File: src/bpr_pkg.sv
// Shared constants, register map and types of the pixel array readout
package bpr_pkg;
	// ****************************************
	// Array geometry and datapath
	// ****************************************
	localparam int ACT_COLS  = 3264;
	localparam int ACT_ROWS  = 2448;
	localparam int PHY_COLS  = 3280;
	localparam int PHY_ROWS  = 2464;
	localparam int WIDE_ROWS = 1836;
	localparam int SCL_COLS  = 1920;
	localparam int SCL_ROWS  = 1080;
	localparam int BORDER    = (PHY_COLS - ACT_COLS) / 2;
	localparam int DARK_ROWS = 8;
	localparam int NPATH     = 4;
	localparam int PIX_W     = 10;
	localparam int AW        = 12;
	localparam int FPS_MAX   = 30;
	localparam int LANE_MBPS = 732;
	localparam int MAX_LANES = 4;
	localparam int CLK_NS    = 100;
	localparam int LINK_NS   = 800;
	localparam int LINK_CYC  = LINK_NS / CLK_NS;

	// ****************************************
	// Register map
	// ****************************************
	localparam logic [7:0] OFS_CTRL  = 8'h00;
	localparam logic [7:0] OFS_EXPO0 = 8'h04;
	localparam logic [7:0] OFS_EXPO1 = 8'h08;
	localparam logic [7:0] OFS_AGAIN = 8'h0c;
	localparam logic [7:0] OFS_AOFFS = 8'h10;
	localparam logic [7:0] OFS_DGAIN = 8'h14;
	localparam logic [7:0] OFS_STAT  = 8'h18;
	localparam logic [7:0] OFS_ROW   = 8'h1c;
	localparam int CTL_RUN = 0, CTL_MIRROR = 1, CTL_WIDE = 2, CTL_CTX = 3;
	localparam int CTL_LANE = 4, CTL_COMP = 6, CTL_FLASH = 8, CTL_TRIG = 9;
	localparam int CTL_SKIP = 10;
	localparam logic [11:0] CTRL_RST  = 12'h022;
	localparam logic [11:0] EXPO_RST  = 12'h010;
	localparam logic [7:0]  DGAIN_RST = 8'h40;
	localparam int DGAIN_SHIFT = 6;
	localparam int BLK_SHIFT   = 4;
	localparam int ST_FRM = 8, ST_BLK = 16;
	localparam logic [1:0] LANES_2 = 2'h0, LANES_3 = 2'h1;
	localparam logic [1:0] COMP_RAW = 2'h0, COMP_8 = 2'h1, COMP_6 = 2'h2;
	localparam int SH_8 = 2, SH_6 = 4;

	// ****************************************
	// Types
	// ****************************************
	typedef enum logic [1:0] {
		ST_IDLE  = 2'b00,
		ST_LINE  = 2'b01,
		ST_BLANK = 2'b11,
		ST_FEND  = 2'b10
	} bpr_state_e;
	typedef enum logic [1:0] {
		CL_RED = 2'b00, CL_GR = 2'b01, CL_GB = 2'b10, CL_BLUE = 2'b11
	} bpr_colour_e;
endpackage : bpr_pkg

File: src/bpr_pix_path.sv
// One pixel datapath: black level, digital gain, clamp and depth reduction
`timescale 1ns/100ps
`default_nettype none
module bpr_pix_path (
	input  wire logic             pclk,
	input  wire logic             presetn,
	input  wire logic [9:0]       raw,
	input  wire logic             vld,
	input  wire logic [9:0]       black,
	input  wire logic [7:0]       dgain,
	input  wire logic [1:0]       comp,
	output logic      [9:0]       dat,
	output logic                  dat_vld
);
	import bpr_pkg::*;

	localparam logic [17:0] PMAX = 18'h003ff;

	typedef struct packed {
		logic       v;
		logic [9:0] d;
	} bpr_path_s;

	bpr_path_s   q, n;
	logic [9:0]  sub;
	logic [17:0] prod;
	logic [9:0]  cl;

	// Offset removal, gain, saturation, then optional bit depth reduction
	always_comb begin
		n    = q;
		sub  = (raw > black) ? raw - black : 10'h000;
		prod = ({8'h00, sub} * {10'h000, dgain}) >> DGAIN_SHIFT;
		cl   = (prod > PMAX) ? PMAX[9:0] : prod[9:0];
		n.v  = vld;
		case (comp)
			COMP_8:  n.d = cl >> SH_8;
			COMP_6:  n.d = cl >> SH_6;
			default: n.d = cl;
		endcase
	end

	always_ff @(posedge pclk or negedge presetn) begin
		if (!presetn) begin
			q <= '0;
		end else begin
			q <= n;
		end
	end

	assign dat     = q.d;
	assign dat_vld = q.v;
endmodule : bpr_pix_path
`default_nettype wire

File: src/bpr_readout.sv
// Rolling row sequencer, register file and lane output of the pixel array
//
// Behaviour
// - Active 3264x2448 inside 3280x2464 bordered array
// - Reset a row, later read it, advance
// - Exposure is reset-to-read row interval
// - Read rows pass gain then 10-bit conversion
// - Digital chain applies corrections and digital gain
// - Shielded pixels drive black level offset
// - Even rows green/red, odd rows blue/green
// - Even columns red/green, odd blue/green
// - Mirror bit resets set: left to right
// - Analog gain and offset per colour
// - Output only on 2, 3 or 4 lanes
// - Settings in registers on host bus
// - Flash output follows exposure interval
// - Shutter output and trigger input
// - Four parallel pixel datapaths
// - Mirror, skipping, two register contexts
// - Full frames up to 30 per second
// - Widescreen window 3264x1836 unscaled
// - Reduced modes by decimating the window
// - Snapshot lanes at 732 Mbps each
// - Optional 10 to 8 or 6 bits
//
// The APB slave port and the register addresses were chosen for this implementation.
`timescale 1ns/100ps
`default_nettype none
module bpr_readout #(
	parameter int COLS   = bpr_pkg::ACT_COLS,
	parameter int ROWS   = bpr_pkg::ACT_ROWS,
	parameter int WROWS  = bpr_pkg::WIDE_ROWS,
	parameter int HBLANK = 4
) (
	input  wire logic             pclk,
	input  wire logic             presetn,
	input  wire logic [7:0]       paddr,
	input  wire logic             psel,
	input  wire logic             penable,
	input  wire logic             pwrite,
	input  wire logic [31:0]      pwdata,
	output logic      [31:0]      prdata,
	output logic                  pready,
	output logic                  pslverr,
	input  wire logic             link_clk,
	input  wire logic             trig_in,
	output logic      [11:0]      row_rst_addr,
	output logic                  row_rst_stb,
	output logic      [11:0]      row_rd_addr,
	output logic                  row_rd_stb,
	output logic      [11:0]      col_addr,
	output logic                  col_stb,
	output logic                  col_rev,
	output logic      [3:0][7:0]  ana_gain,
	output logic      [3:0][7:0]  ana_offs,
	input  wire logic [3:0][9:0]  pix_adc,
	output logic      [3:0][9:0]  lane_data,
	output logic      [3:0]       lane_vld,
	output logic                  frame_start,
	output logic                  line_start,
	output logic                  flash_out,
	output logic                  shutter_out
);
	import bpr_pkg::*;

	// ****************************************
	// Elaboration checks
	// ****************************************
	localparam longint NEED_BPS = longint'(ACT_COLS) * ACT_ROWS * PIX_W * FPS_MAX;
	localparam longint LINK_BPS = longint'(MAX_LANES) * LANE_MBPS * 1000000;
	generate
		if (COLS % (NPATH * 4) != 0 || COLS > ACT_COLS || ROWS >= 4096 ||
			WROWS > ROWS || HBLANK < 1 || HBLANK > 255) begin : g_bad
			$error("bpr_readout: unsupported geometry parameters");
		end
		if (NEED_BPS > LINK_BPS) begin : g_rate
			$error("bpr_readout: link cannot carry full frame rate");
		end
	endgenerate

	// ****************************************
	// State
	// ****************************************
	typedef struct packed {
		bpr_state_e  st;
		logic [11:0] ctrl;
		logic [11:0] expo0;
		logic [11:0] expo1;
		logic [31:0] again;
		logic [31:0] aoffs;
		logic [7:0]  dgain;
		logic        wide;
		logic        mirror;
		logic [1:0]  skip;
		logic [11:0] expo;
		logic [12:0] slot;
		logic [11:0] grp;
		logic [7:0]  blk;
		logic        lk_p;
		logic        tr_p;
		logic [11:0] rst_addr;
		logic [11:0] rd_addr;
		logic [11:0] col_addr;
		logic        rst_stb;
		logic        rd_stb;
		logic        col_stb;
		logic        dark;
		logic        rd_act;
		logic        adc_v;
		logic [31:0] ag;
		logic [31:0] ao;
		logic [9:0]  black;
		logic [7:0]  frames;
		logic        expo_win;
		logic        fstart;
		logic        lstart;
		logic        first;
		logic        rem;
		logic [39:0] hold;
		logic [3:0]  lv;
		logic [39:0] ld;
		logic [31:0] rdata;
		logic        seen;
		logic [11:0] nrst;
		logic [11:0] nrd;
	} bpr_core_s;

	localparam bpr_core_s RST = '{st: ST_IDLE, ctrl: CTRL_RST, expo0: EXPO_RST,
		expo1: EXPO_RST, dgain: DGAIN_RST, mirror: 1'b1, default: '0};

	bpr_core_s        q, n;
	logic [1:0]       syn;
	logic             tick, trig_rise, setup, acc, hit, enter;
	logic [31:0]      rv;
	logic [11:0]      rows_n, win0, ngrp, base;
	logic [12:0]      ns, rk, ri, slot_end;
	logic             rst_ok, rd_ok, rdark;
	logic [11:0]      rda;
	logic [2:0]       nl;
	logic [1:0]       cl;
	logic signed [10:0] bdiff;
	logic [3:0][9:0]  pdat;
	logic [3:0]       pv;

	// Link clock and trigger are asynchronous pins
	bpr_sync #(.W(2)) u_sync (
		.pclk    (pclk),
		.presetn (presetn),
		.din     ({trig_in, link_clk}),
		.dout    (syn)
	);

	// ****************************************
	// Frame geometry from the latched settings
	// ****************************************
	assign rows_n   = AW'((q.wide ? WROWS : ROWS) >> q.skip);
	assign win0     = q.wide ? AW'((ROWS - WROWS) / 2) : '0;
	assign ngrp     = AW'((COLS / NPATH) >> q.skip);
	assign ns       = (q.st == ST_IDLE) ? '0 : q.slot + 13'h0001;
	assign rk       = ns - 13'(DARK_ROWS);
	assign ri       = ns - {1'b0, q.expo};
	assign slot_end = 13'(DARK_ROWS) + {1'b0, rows_n} + {1'b0, q.expo};
	// Resets cover the window; reads trail by the exposure count
	assign rst_ok   = ns >= 13'(DARK_ROWS) && rk < {1'b0, rows_n};
	assign rd_ok    = ns >= {1'b0, q.expo} && ri < 13'(DARK_ROWS) + {1'b0, rows_n};
	assign rdark    = ri < 13'(DARK_ROWS);
	assign rda      = rdark ? ri[11:0] :
		AW'(BORDER + win0 + ((ri[11:0] - AW'(DARK_ROWS)) << q.skip));
	assign base     = AW'((q.grp * AW'(NPATH)) << q.skip);
	assign nl       = (q.ctrl[CTL_LANE +: 2] == LANES_2) ? 3'h2 :
		(q.ctrl[CTL_LANE +: 2] == LANES_3) ? 3'h3 : 3'h4;
	assign bdiff    = $signed({1'b0, pix_adc[0]}) - $signed({1'b0, q.black});
	assign tick      = syn[0] & ~q.lk_p;
	assign trig_rise = syn[1] & ~q.tr_p;
	assign setup     = psel & ~penable;
	assign acc       = psel & penable;

	// ****************************************
	// Next state
	// ****************************************
	always_comb begin
		n       = q;
		rv      = '0;
		hit     = 1'b1;
		enter   = 1'b0;
		cl      = '0;
		n.lk_p  = syn[0];
		n.tr_p  = syn[1];
		n.rst_stb = 1'b0;
		n.rd_stb  = 1'b0;
		n.col_stb = 1'b0;
		n.fstart  = 1'b0;
		n.lstart  = 1'b0;
		n.adc_v   = q.col_stb;
		n.lv      = '0;

		// Register read mux; data is registered in the setup cycle
		case (paddr)
			OFS_CTRL:  rv = {20'h0, q.ctrl};
			OFS_EXPO0: rv = {20'h0, q.expo0};
			OFS_EXPO1: rv = {20'h0, q.expo1};
			OFS_AGAIN: rv = q.again;
			OFS_AOFFS: rv = q.aoffs;
			OFS_DGAIN: rv = {24'h0, q.dgain};
			OFS_STAT:  rv = {6'h0, q.black, q.frames, 6'h0, q.expo_win, q.st != ST_IDLE};
			OFS_ROW:   rv = {20'h0, q.rd_addr};
			default: begin
				rv  = '0;
				hit = 1'b0;
			end
		endcase
		if (setup) begin
			n.rdata = rv;
		end
		// Writes land at the access edge; status words are read only
		if (acc && pwrite) begin
			case (paddr)
				OFS_CTRL: begin
					n.ctrl = pwdata[11:0];
					n.seen = 1'b1;
				end
				OFS_EXPO0: n.expo0 = pwdata[11:0];
				OFS_EXPO1: n.expo1 = pwdata[11:0];
				OFS_AGAIN: n.again = pwdata;
				OFS_AOFFS: n.aoffs = pwdata;
				OFS_DGAIN: n.dgain = pwdata[7:0];
				default: n.seen = q.seen;
			endcase
		end

		// Row sequencer, one step per rising link clock edge; ST_FEND steps on the next pclk
		case (q.st)
			ST_IDLE: begin
				// Window, mirror, skip and exposure settings are taken only between frames
				n.wide   = q.ctrl[CTL_WIDE];
				n.mirror = q.ctrl[CTL_MIRROR];
				n.skip   = (q.ctrl[CTL_SKIP +: 2] > 2'h2) ? 2'h2 : q.ctrl[CTL_SKIP +: 2];
				n.expo   = q.ctrl[CTL_CTX] ? q.expo1 : q.expo0;
				if (tick && q.ctrl[CTL_RUN] && (!q.ctrl[CTL_TRIG] || trig_rise)) begin
					n.st     = ST_LINE;
					n.fstart = 1'b1;
					enter    = 1'b1;
				end
			end
			ST_LINE: begin
				if (tick) begin
					if (q.rd_act) begin
						n.col_stb  = 1'b1;
						// Mirror set reads left to right
						n.col_addr = AW'(BORDER) + (q.mirror ? base :
							AW'(COLS - NPATH) - base);
					end
					n.grp = q.grp + 12'h001;
					if (q.grp == ngrp - 12'h001) begin
						n.st  = ST_BLANK;
						n.blk = 8'(HBLANK - 1);
					end
				end
			end
			ST_BLANK: begin
				if (tick) begin
					if (q.blk != 8'h00) begin
						n.blk = q.blk - 8'h01;
					end else if (ns == slot_end) begin
						n.st = ST_FEND;
					end else begin
						n.st  = ST_LINE;
						enter = 1'b1;
					end
				end
			end
			ST_FEND: begin
				// Next frame restarts at the first window row
				n.frames   = q.frames + 8'h01;
				n.expo_win = 1'b0;
				n.nrst     = '0;
				n.nrd      = '0;
				n.st       = ST_IDLE;
			end
			default: n.st = ST_IDLE;
		endcase

		// Row strobes at the start of each slot
		if (enter) begin
			n.slot     = ns;
			n.grp      = '0;
			n.rst_stb  = rst_ok;
			n.rst_addr = AW'(BORDER + win0 + (rk[11:0] << q.skip));
			n.rd_stb   = rd_ok;
			n.rd_act   = rd_ok;
			n.dark     = rdark;
			n.rd_addr  = rda;
			n.first    = rd_ok & ~rdark;
			if (rst_ok) begin
				n.nrst = q.nrst + 12'h001;
			end
			if (rd_ok && !rdark) begin
				n.nrd = q.nrd + 12'h001;
			end
			// Light sources fire from first reset to last read
			if (rst_ok && rk == '0) begin
				n.expo_win = 1'b1;
			end
			if (rd_ok && !rdark && ri - 13'(DARK_ROWS) == {1'b0, rows_n} - 13'h0001) begin
				n.expo_win = 1'b0;
			end
			// Analog gain and offset follow each path's colour
			for (int i = 0; i < NPATH; i++) begin
				cl = {rda[0], q.mirror ? i[0] : ~i[0]};
				n.ag[i*8 +: 8] = q.again[cl*8 +: 8];
				n.ao[i*8 +: 8] = q.aoffs[cl*8 +: 8];
			end
		end

		// Running average of shielded rows gives the offset
		if (q.adc_v && q.dark) begin
			n.black = q.black + 10'(bdiff >>> BLK_SHIFT);
		end

		// Spread each pixel group over the enabled lanes
		if (pv[0]) begin
			for (int i = 0; i < MAX_LANES; i++) begin
				n.lv[i]       = 3'(i) < nl;
				n.ld[i*10 +: 10] = pdat[i];
			end
			n.hold = pdat;
			n.rem  = nl < 3'h4;
			if (q.first) begin
				n.lstart = 1'b1;
				n.first  = 1'b0;
			end
		end else if (q.rem) begin
			for (int i = 0; i < MAX_LANES; i++) begin
				n.lv[i] = 3'(i) + nl < 3'h4;
				n.ld[i*10 +: 10] = (3'(i) + nl < 3'h4) ? q.hold[(3'(i) + nl)*10 +: 10] : '0;
			end
			n.rem = 1'b0;
		end
	end

	always_ff @(posedge pclk or negedge presetn) begin
		if (!presetn) begin
			q <= RST;
		end else begin
			q <= n;
		end
	end

	// ****************************************
	// Four pixel datapaths
	// ****************************************
	generate
		for (genvar g = 0; g < NPATH; g++) begin : g_path
			bpr_pix_path u_path (
				.pclk    (pclk),
				.presetn (presetn),
				.raw     (pix_adc[g]),
				.vld     (q.adc_v & ~q.dark),
				.black   (q.black),
				.dgain   (q.dgain),
				.comp    (q.ctrl[CTL_COMP +: 2]),
				.dat     (pdat[g]),
				.dat_vld (pv[g])
			);
		end
	endgenerate

	// ****************************************
	// Outputs
	// ****************************************
	assign prdata       = q.rdata;
	assign pready       = 1'b1;
	assign pslverr      = acc & ~hit;
	assign row_rst_addr = q.rst_addr;
	assign row_rst_stb  = q.rst_stb;
	assign row_rd_addr  = q.rd_addr;
	assign row_rd_stb   = q.rd_stb;
	assign col_addr     = q.col_addr;
	assign col_stb      = q.col_stb;
	assign col_rev      = ~q.mirror;
	assign ana_gain     = q.ag;
	assign ana_offs     = q.ao;
	assign lane_data    = q.ld;
	assign lane_vld     = q.lv;
	assign frame_start  = q.fstart;
	assign line_start   = q.lstart;
	assign flash_out    = q.expo_win & q.ctrl[CTL_FLASH];
	assign shutter_out  = q.expo_win & q.ctrl[CTL_TRIG];
endmodule : bpr_readout
`default_nettype wire

File: src/bpr_sync.sv
// Two-flop synchroniser for asynchronous level inputs
`timescale 1ns/100ps
`default_nettype none
module bpr_sync #(
	parameter int W = 1
) (
	input  wire logic         pclk,
	input  wire logic         presetn,
	input  wire logic [W-1:0] din,
	output logic      [W-1:0] dout
);
	import bpr_pkg::*;

	typedef struct packed {
		logic [W-1:0] meta;
		logic [W-1:0] stab;
	} bpr_sync_s;

	bpr_sync_s q, n;

	// First stage feeds only the second
	always_comb begin
		n      = q;
		n.meta = din;
		n.stab = q.meta;
	end

	always_ff @(posedge pclk or negedge presetn) begin
		if (!presetn) begin
			q <= '0;
		end else begin
			q <= n;
		end
	end

	assign dout = q.stab;
endmodule : bpr_sync
`default_nettype wire

File: config.mk
export PLATFORM = sky130hd
export DESIGN_NAME = bpr_readout
export DESIGN_NICKNAME = d
export VERILOG_FILES = /design/src/bpr_pkg.sv /design/src/bpr_pix_path.sv /design/src/bpr_readout.sv /design/src/bpr_sync.sv
export SDC_FILE = /design/constraint.sdc
export NUM_CORES = 2
export LEC_CHECK = 0
export BUFFER_PORTS_ARGS = -buffer_cell sky130_fd_sc_hd__clkbuf_2
export CAP_MARGIN = 20
export CORE_UTILIZATION = 55
export CTS_BUF_LIST = sky130_fd_sc_hd__clkbuf_8 sky130_fd_sc_hd__clkbuf_16
export CTS_CLUSTER_SIZE = 12
export DETAILED_ROUTE_END_ITERATION = 10
export GPL_TIMING_DRIVEN = 0
export PLACE_DENSITY = 0.84
export SLEW_MARGIN = 5
export SYNTH_ARGS = -nofsm -noshare
export SYNTH_HDL_FRONTEND = slang
export SYNTH_SLANG_ARGS = --single-unit
File: constraint.sdc
create_clock -name pclk -period 23.5 [get_ports pclk]
set_input_delay 3.525 -clock pclk [delete_from_list [all_inputs] [get_ports pclk]]
set_output_delay 3.525 -clock pclk [all_outputs]
set_load 0.02 [all_outputs]
* Word-level counts from Yosys, hierarchy flattened
Cells that the tools add are included.
W data, S select, Z words.
** Storage, ports and cells
- Bits in registers :: 451
- Output and inout port bits :: 186
- Logic and storage cells :: 251
** Cells by class
- $add $sub $neg :: 29
- Multiply operators :: 8
- Order comparisons :: 22
- Eq/ne operators :: 22
- Shift-type cells :: 13
- Multiplexer cells :: 63
- Bitwise logic cells :: 16
- Reduce and logical (&&, ||, !) cells :: 33
** Operator list (count)
- $pmux W32 S8 :: 1
- $shiftx A32 B6 Y8 :: 4
- $mux W10 :: 12
- $shiftx A40 B9 Y10 :: 3
- $mux W44 :: 2
- $pmux W10 S2 :: 4
- $mul A10 B8 Y18 :: 4
- $mux W12 :: 6
- $gt A12 B10 Y1 const B :: 4
- $gt A10 B10 Y1 :: 4
- $shiftx A40 B8 Y10 :: 1
- $sub A10 B10 Y10 :: 4
- $eq A8 B5 Y1 const B :: 4
- $shl A32 B2 Y12 :: 1
- $eq A13 B13 Y1 :: 2
- $sub A13 B4 Y13 const B :: 2
- $mux W8 :: 3
- $shl A12 B2 Y12 :: 2
- $mul A4 B3 Y7 const B :: 3
- $mux W2 :: 10
- $mux W20 :: 1
- $mux W1 :: 17
- $eq A8 B4 Y1 const B :: 2
- $pmux W8 S2 :: 1
- 58 further kinds :: 109

* Depth between registers and ports, before layout
- Depth after elaboration :: 12
- Gate-level depth with buffers :: 33
- Depth with buffers taken out :: 30

* Hierarchy
A second synthesis with hierarchy kept.
** Unflattened totals
- Cell total of the unflattened synthesis :: 3992
- Area, all modules :: 36970.5 µm²
** By module, submodules not included
- bpr_readout :: times used 1, cells an instance 2272, area an instance 22231.3 µm², sequential area each 8816.0 µm²
- bpr_pix_path at g_path[0].u_path ... :: times used 2, cells an instance 425, area an instance 3659.8 µm², sequential area each 275.3 µm²
- bpr_pix_path at g_path[1].u_path :: times used 1, cells an instance 436, area an instance 3691.0 µm², sequential area each 275.3 µm²
- bpr_pix_path at g_path[3].u_path :: times used 1, cells an instance 430, area an instance 3628.5 µm², sequential area each 275.3 µm²
- bpr_sync :: times used 1, cells an instance 4, area an instance 100.1 µm², sequential area each 100.1 µm²

* Worst setup path after synthesis
Ideal clock, no wire load.
- Kind :: input-to-reg
- Start :: input port pix_adc[20] (netlist name)
- End :: register g_path[2].u_path.q, in the netlist g_path[2].u_path.dat[2]
- Arrival time :: 10.468 ns
- Slack :: 12.946 ns
- Stages on the path :: 31
- Path buffers :: 4
- Cells stage by stage :: inv_1 ha_1 fa_1 nor2b_1 o21a_1 o21ai_0 a211oi_1 or2_2 clkbuf_1 o31ai_1 clkbuf_1 nor3_1 and2_1 fa_1 fa_1 fa_1 inv_1 fa_1 inv_1 ha_1 clkbuf_1 a21oi_1 nor2b_1 o21ai_0 nand2_1 a221o_1 a41oi_1 mux2i_1 clkbuf_1 nor2_1 o211ai_1
** RTL lines
- start: declaration :: line bpr_readout.sv:56 : input wire logic [3:0][9:0] pix_adc,
- end signal: assignment :: line bpr_pix_path.sv:47 : q <= n;
- end: declaration :: line bpr_pix_path.sv:24 : bpr_path_s q, n;

==> reports/results.tsv <==
metric	value	unit
adder-cell area share of the yosys netlist	0.202	
Primary FF master, synth	dfrtp_1	
post-detailed-routing wire length	111000	µm
CP Buf/Inv Count	8	
FF/Latch Area	9940	µm²
Max clock buf depth	3	
GRT Total Usage	0.329	
DP Wirelength	86300	µm
post-route cell area	40200	µm²
1st-pass router iterations	8	
EDFF count, synth	0	
status	complete, no violations	
DRC violations left	0	
final std cells w/o fill	5104	
CTS root buf	clkbuf_16	
cells after synthesis	3891	
register clock-pin slew on the reported worst setup and hold paths	0.06	ns
Net count, final	4771	
GR Util met2	0.520	
Syn. warnings	0	
power share of the sequential group	0.315	
gr ovfl total	0	
met3 Resource Use GR	0.0621	
Max Clk Rate	0.0830	GHz
number of global-route vias before repair	30362	
number of synthesized register bits	397	
die height	259	µm
Worst EP required	23.96	ns
Switch Pwr	1.02	mW
TritonCTS clock tree	done	
Period minus WS final	12.06	ns
share of cells above drive strength 1	0.183	
most frequent CP cell	fa_1	
Hold Buf Count CTS	0	
Compound-Gate Fraction of Synth Area	0.143	
largest net degree at the start of global routing	106	
slowest CP cell	nor3_1	
area leader, netlist	dfrtp_1	
Synth async-reset ratio	1.00	
PwrDens	64.9	nW/µm²
Int Power	1.58	mW
Synth Area in XOR/XNOR	0.0393	
Worst R2R End	g_path[2].u_path.dat[3]	
DR WL/cell	21.8	µm
# setup viols final	0	
Clk pwr share	0.257	
post-route setup slack	11.45	ns
critical path launch point	pix_adc[20]	
Initial DRC Count	3112	
slowest stage delay, CP	0.95	ns
via count	31096	
# IOs	273	
Critical Path Sink Type	flop	
Final Slew Violations	0	
synthesized area	36200	µm²
R2R depth	30	
Final Skew	0.0493	ns
final worst-path cycle share	0.513	
clock latency on the worst-skew pair	0.61	ns
commonest non-fill, non-tap cell in the layout	dfrtp_1	
row cnt	93	
worst-path maximum fanout	10	
Fin Hold WS	0.351	ns
die area	66900	µm²
Crit Path Class	primary input to flop	
multi-input logic area	22800	µm²
FF-to-FF setup slack	13.75	ns
GR Util met1	0.437	
peak supply drop	0.0000624	V
Power Total	2.61	mW
cts bufs inserted	42	
most frequent cells in the layout	391 x dfrtp_1, 390 x inv_1, 279 x nand2_1, 274 x ha_1, 269 x clkbuf_2	
initial antenna violation count	8	
Syn-to-layout area delta	11.0	%
Slew @ Worst Pin	1.23	ns
# fillers	5290	
post-route ant nets	0	
TNS Setup	0	ns
Critical Path Stages	32	
max_cap viols	0	
Die W	259	µm
placer congestion estimate	0.975	
unrepaired setup endpoints after global routing	false	
count of different cell masters after synthesis	106	
placed inst area	38800	µm²
number of setup buffers added after CTS	0	
final core area utilization	0.620	
# clock sinks	397	
starting density of the core	0.559	
Net Sw Frac	0.393	
Worst slew margin	0.176	
pre-CTS WS	11.22	ns
global routing's busiest layer	met2	
crit path to	g_path[2].u_path.dat[3]	
mux contribution to synthesized area	0.0865	
Worst setup SP type	primary input	
I/O Buffers	269	
top-area cell type share of the netlist area	0.270	
largest family of logic cells by synthesized area	adder cells	
R2R Path Start	q[154]	
hold path depth	0	
CTS resizes	0	
global-route wire length before repair	172000	µm
P_leak	20.4	nW
Synth area leaders	dfrtp_1 27%, fa_1 11%, ha_1 9.5%	
Synth Area in Simple Gates	0.157	
register area share after synthesis	0.275	
Hold WC Path Type	flop to flop	
Max H-tree Level	2	
dpl cells	5021	
power share of the combinational group	0.427	
Via density	6.09	
final hold viol count	0	
crit-path leading delay family	adder cells	
CP Data Arrival Time	12.52	ns
Syn Area/Cell	9.31	µm²
Core Footprint	64800	µm²
-- cell families after synthesis --
group | count (synthesis)
other cells | 2
flops | 397
compound gates | 765
fa+ha+maj | 469
xor+xnor | 157
mux | 287
buf+inv | 732
simple gates | 1082
-- worst reg2reg max path, delay by kind of cell (launching register included) --
kind	cells	cell delay [ns]
simple gates	7	1.85
compound gates	9	2.13
flops	1	0.60
fa+ha+maj	7	3.09
mux	1	0.68
buf+inv	6	1.30
-- how the worst min path moves through the flow --
stage / slack [ns] / endpoint / startpoint
2_1_floorplan: 0.33 / u_sync.dout[0] / u_sync.n[0]
3_3_place_gp: 0.34 / u_sync.dout[1] / u_sync.n[1]
3_5_place_dp: 0.34 / u_sync.dout[1] / u_sync.n[1]
4_1_cts: 0.35 / u_sync.dout[1] / u_sync.n[1]
5_1_grt: 0.36 / u_sync.dout[1] / u_sync.n[1]
6_report: 0.35 / u_sync.dout[1] / u_sync.n[1]
-- layout make-up --
type	instances	area share
Multi-Input combinational cell	2764	0.567
Sequential cell	397	0.247
Buffer	352	0.0519
Timing Repair Buffer	278	0.0375
Inverter	380	0.0356
Clock buffer	48	0.0282
Tap cell	855	0.0266
Clock inverter	25	0.00601
Antenna cell	5	0.000311
-- flip-flops by register name, summed over array words and instances (netlist names) --
register               flops
u_sync.dout                2
col_addr                  10
row_rst_stb                1
col_stb                    1
lane_vld                   4
lane_data                 40
q                        205
ana_offs                  16
g_path.u_path.dat         40
row_rd_stb                 1
frame_start                1
ana_gain                  16
prdata                    32
line_start                 1
u_sync.n                   2
row_rst_addr              12
row_rd_addr               12
g_path.u_path.dat_vld      1
-- power by group through the flow --
stage | Clock (mW) | Combinational [mW] | Sequential (mW)
after floorplan | 0 | 0.819 | 0.796
after global placement | 0 | 1.06 | 0.827
after detailed placement | 0 | 1.08 | 0.829
after CTS | 0.676 | 1.09 | 0.818
after global routing | 0.700 | 1.21 | 0.827
final | 0.671 | 1.11 | 0.822
-- layer usage --
layer | share of wire | vias up
met5 | 0.00033 | -
met3 | 0.099 | 345
met4 | 0.050 | 6
li1 | - | 13984
met2 | 0.45 | 1603
met1 | 0.40 | 15158
-- cell usage after synthesis (20+ instances only) --
library cell / instances
nor2b_1: 42
nand4_1: 36
nor2_1: 192
a22o_1: 30
mux2_2: 196
nand2_1: 279
buf_4: 179
o21a_1: 33
xnor2_1: 100
clkbuf_1: 132
o211ai_1: 29
mux2i_1: 89
a21o_1: 40
and2_1: 243
dfrtp_1: 391
nor3_1: 72
o21ai_1: 42
a222oi_1: 34
a211oi_1: 20
and4_1: 21
a31oi_1: 30
fa_1: 195
inv_1: 375
nand3_1: 45
o21ai_0: 178
nand2b_1: 25
o22ai_1: 21
o31ai_1: 21
and3_1: 24
xor2_1: 54
a21oi_1: 116
ha_1: 274
Note: power is estimated with default switching activity, not from simulation.
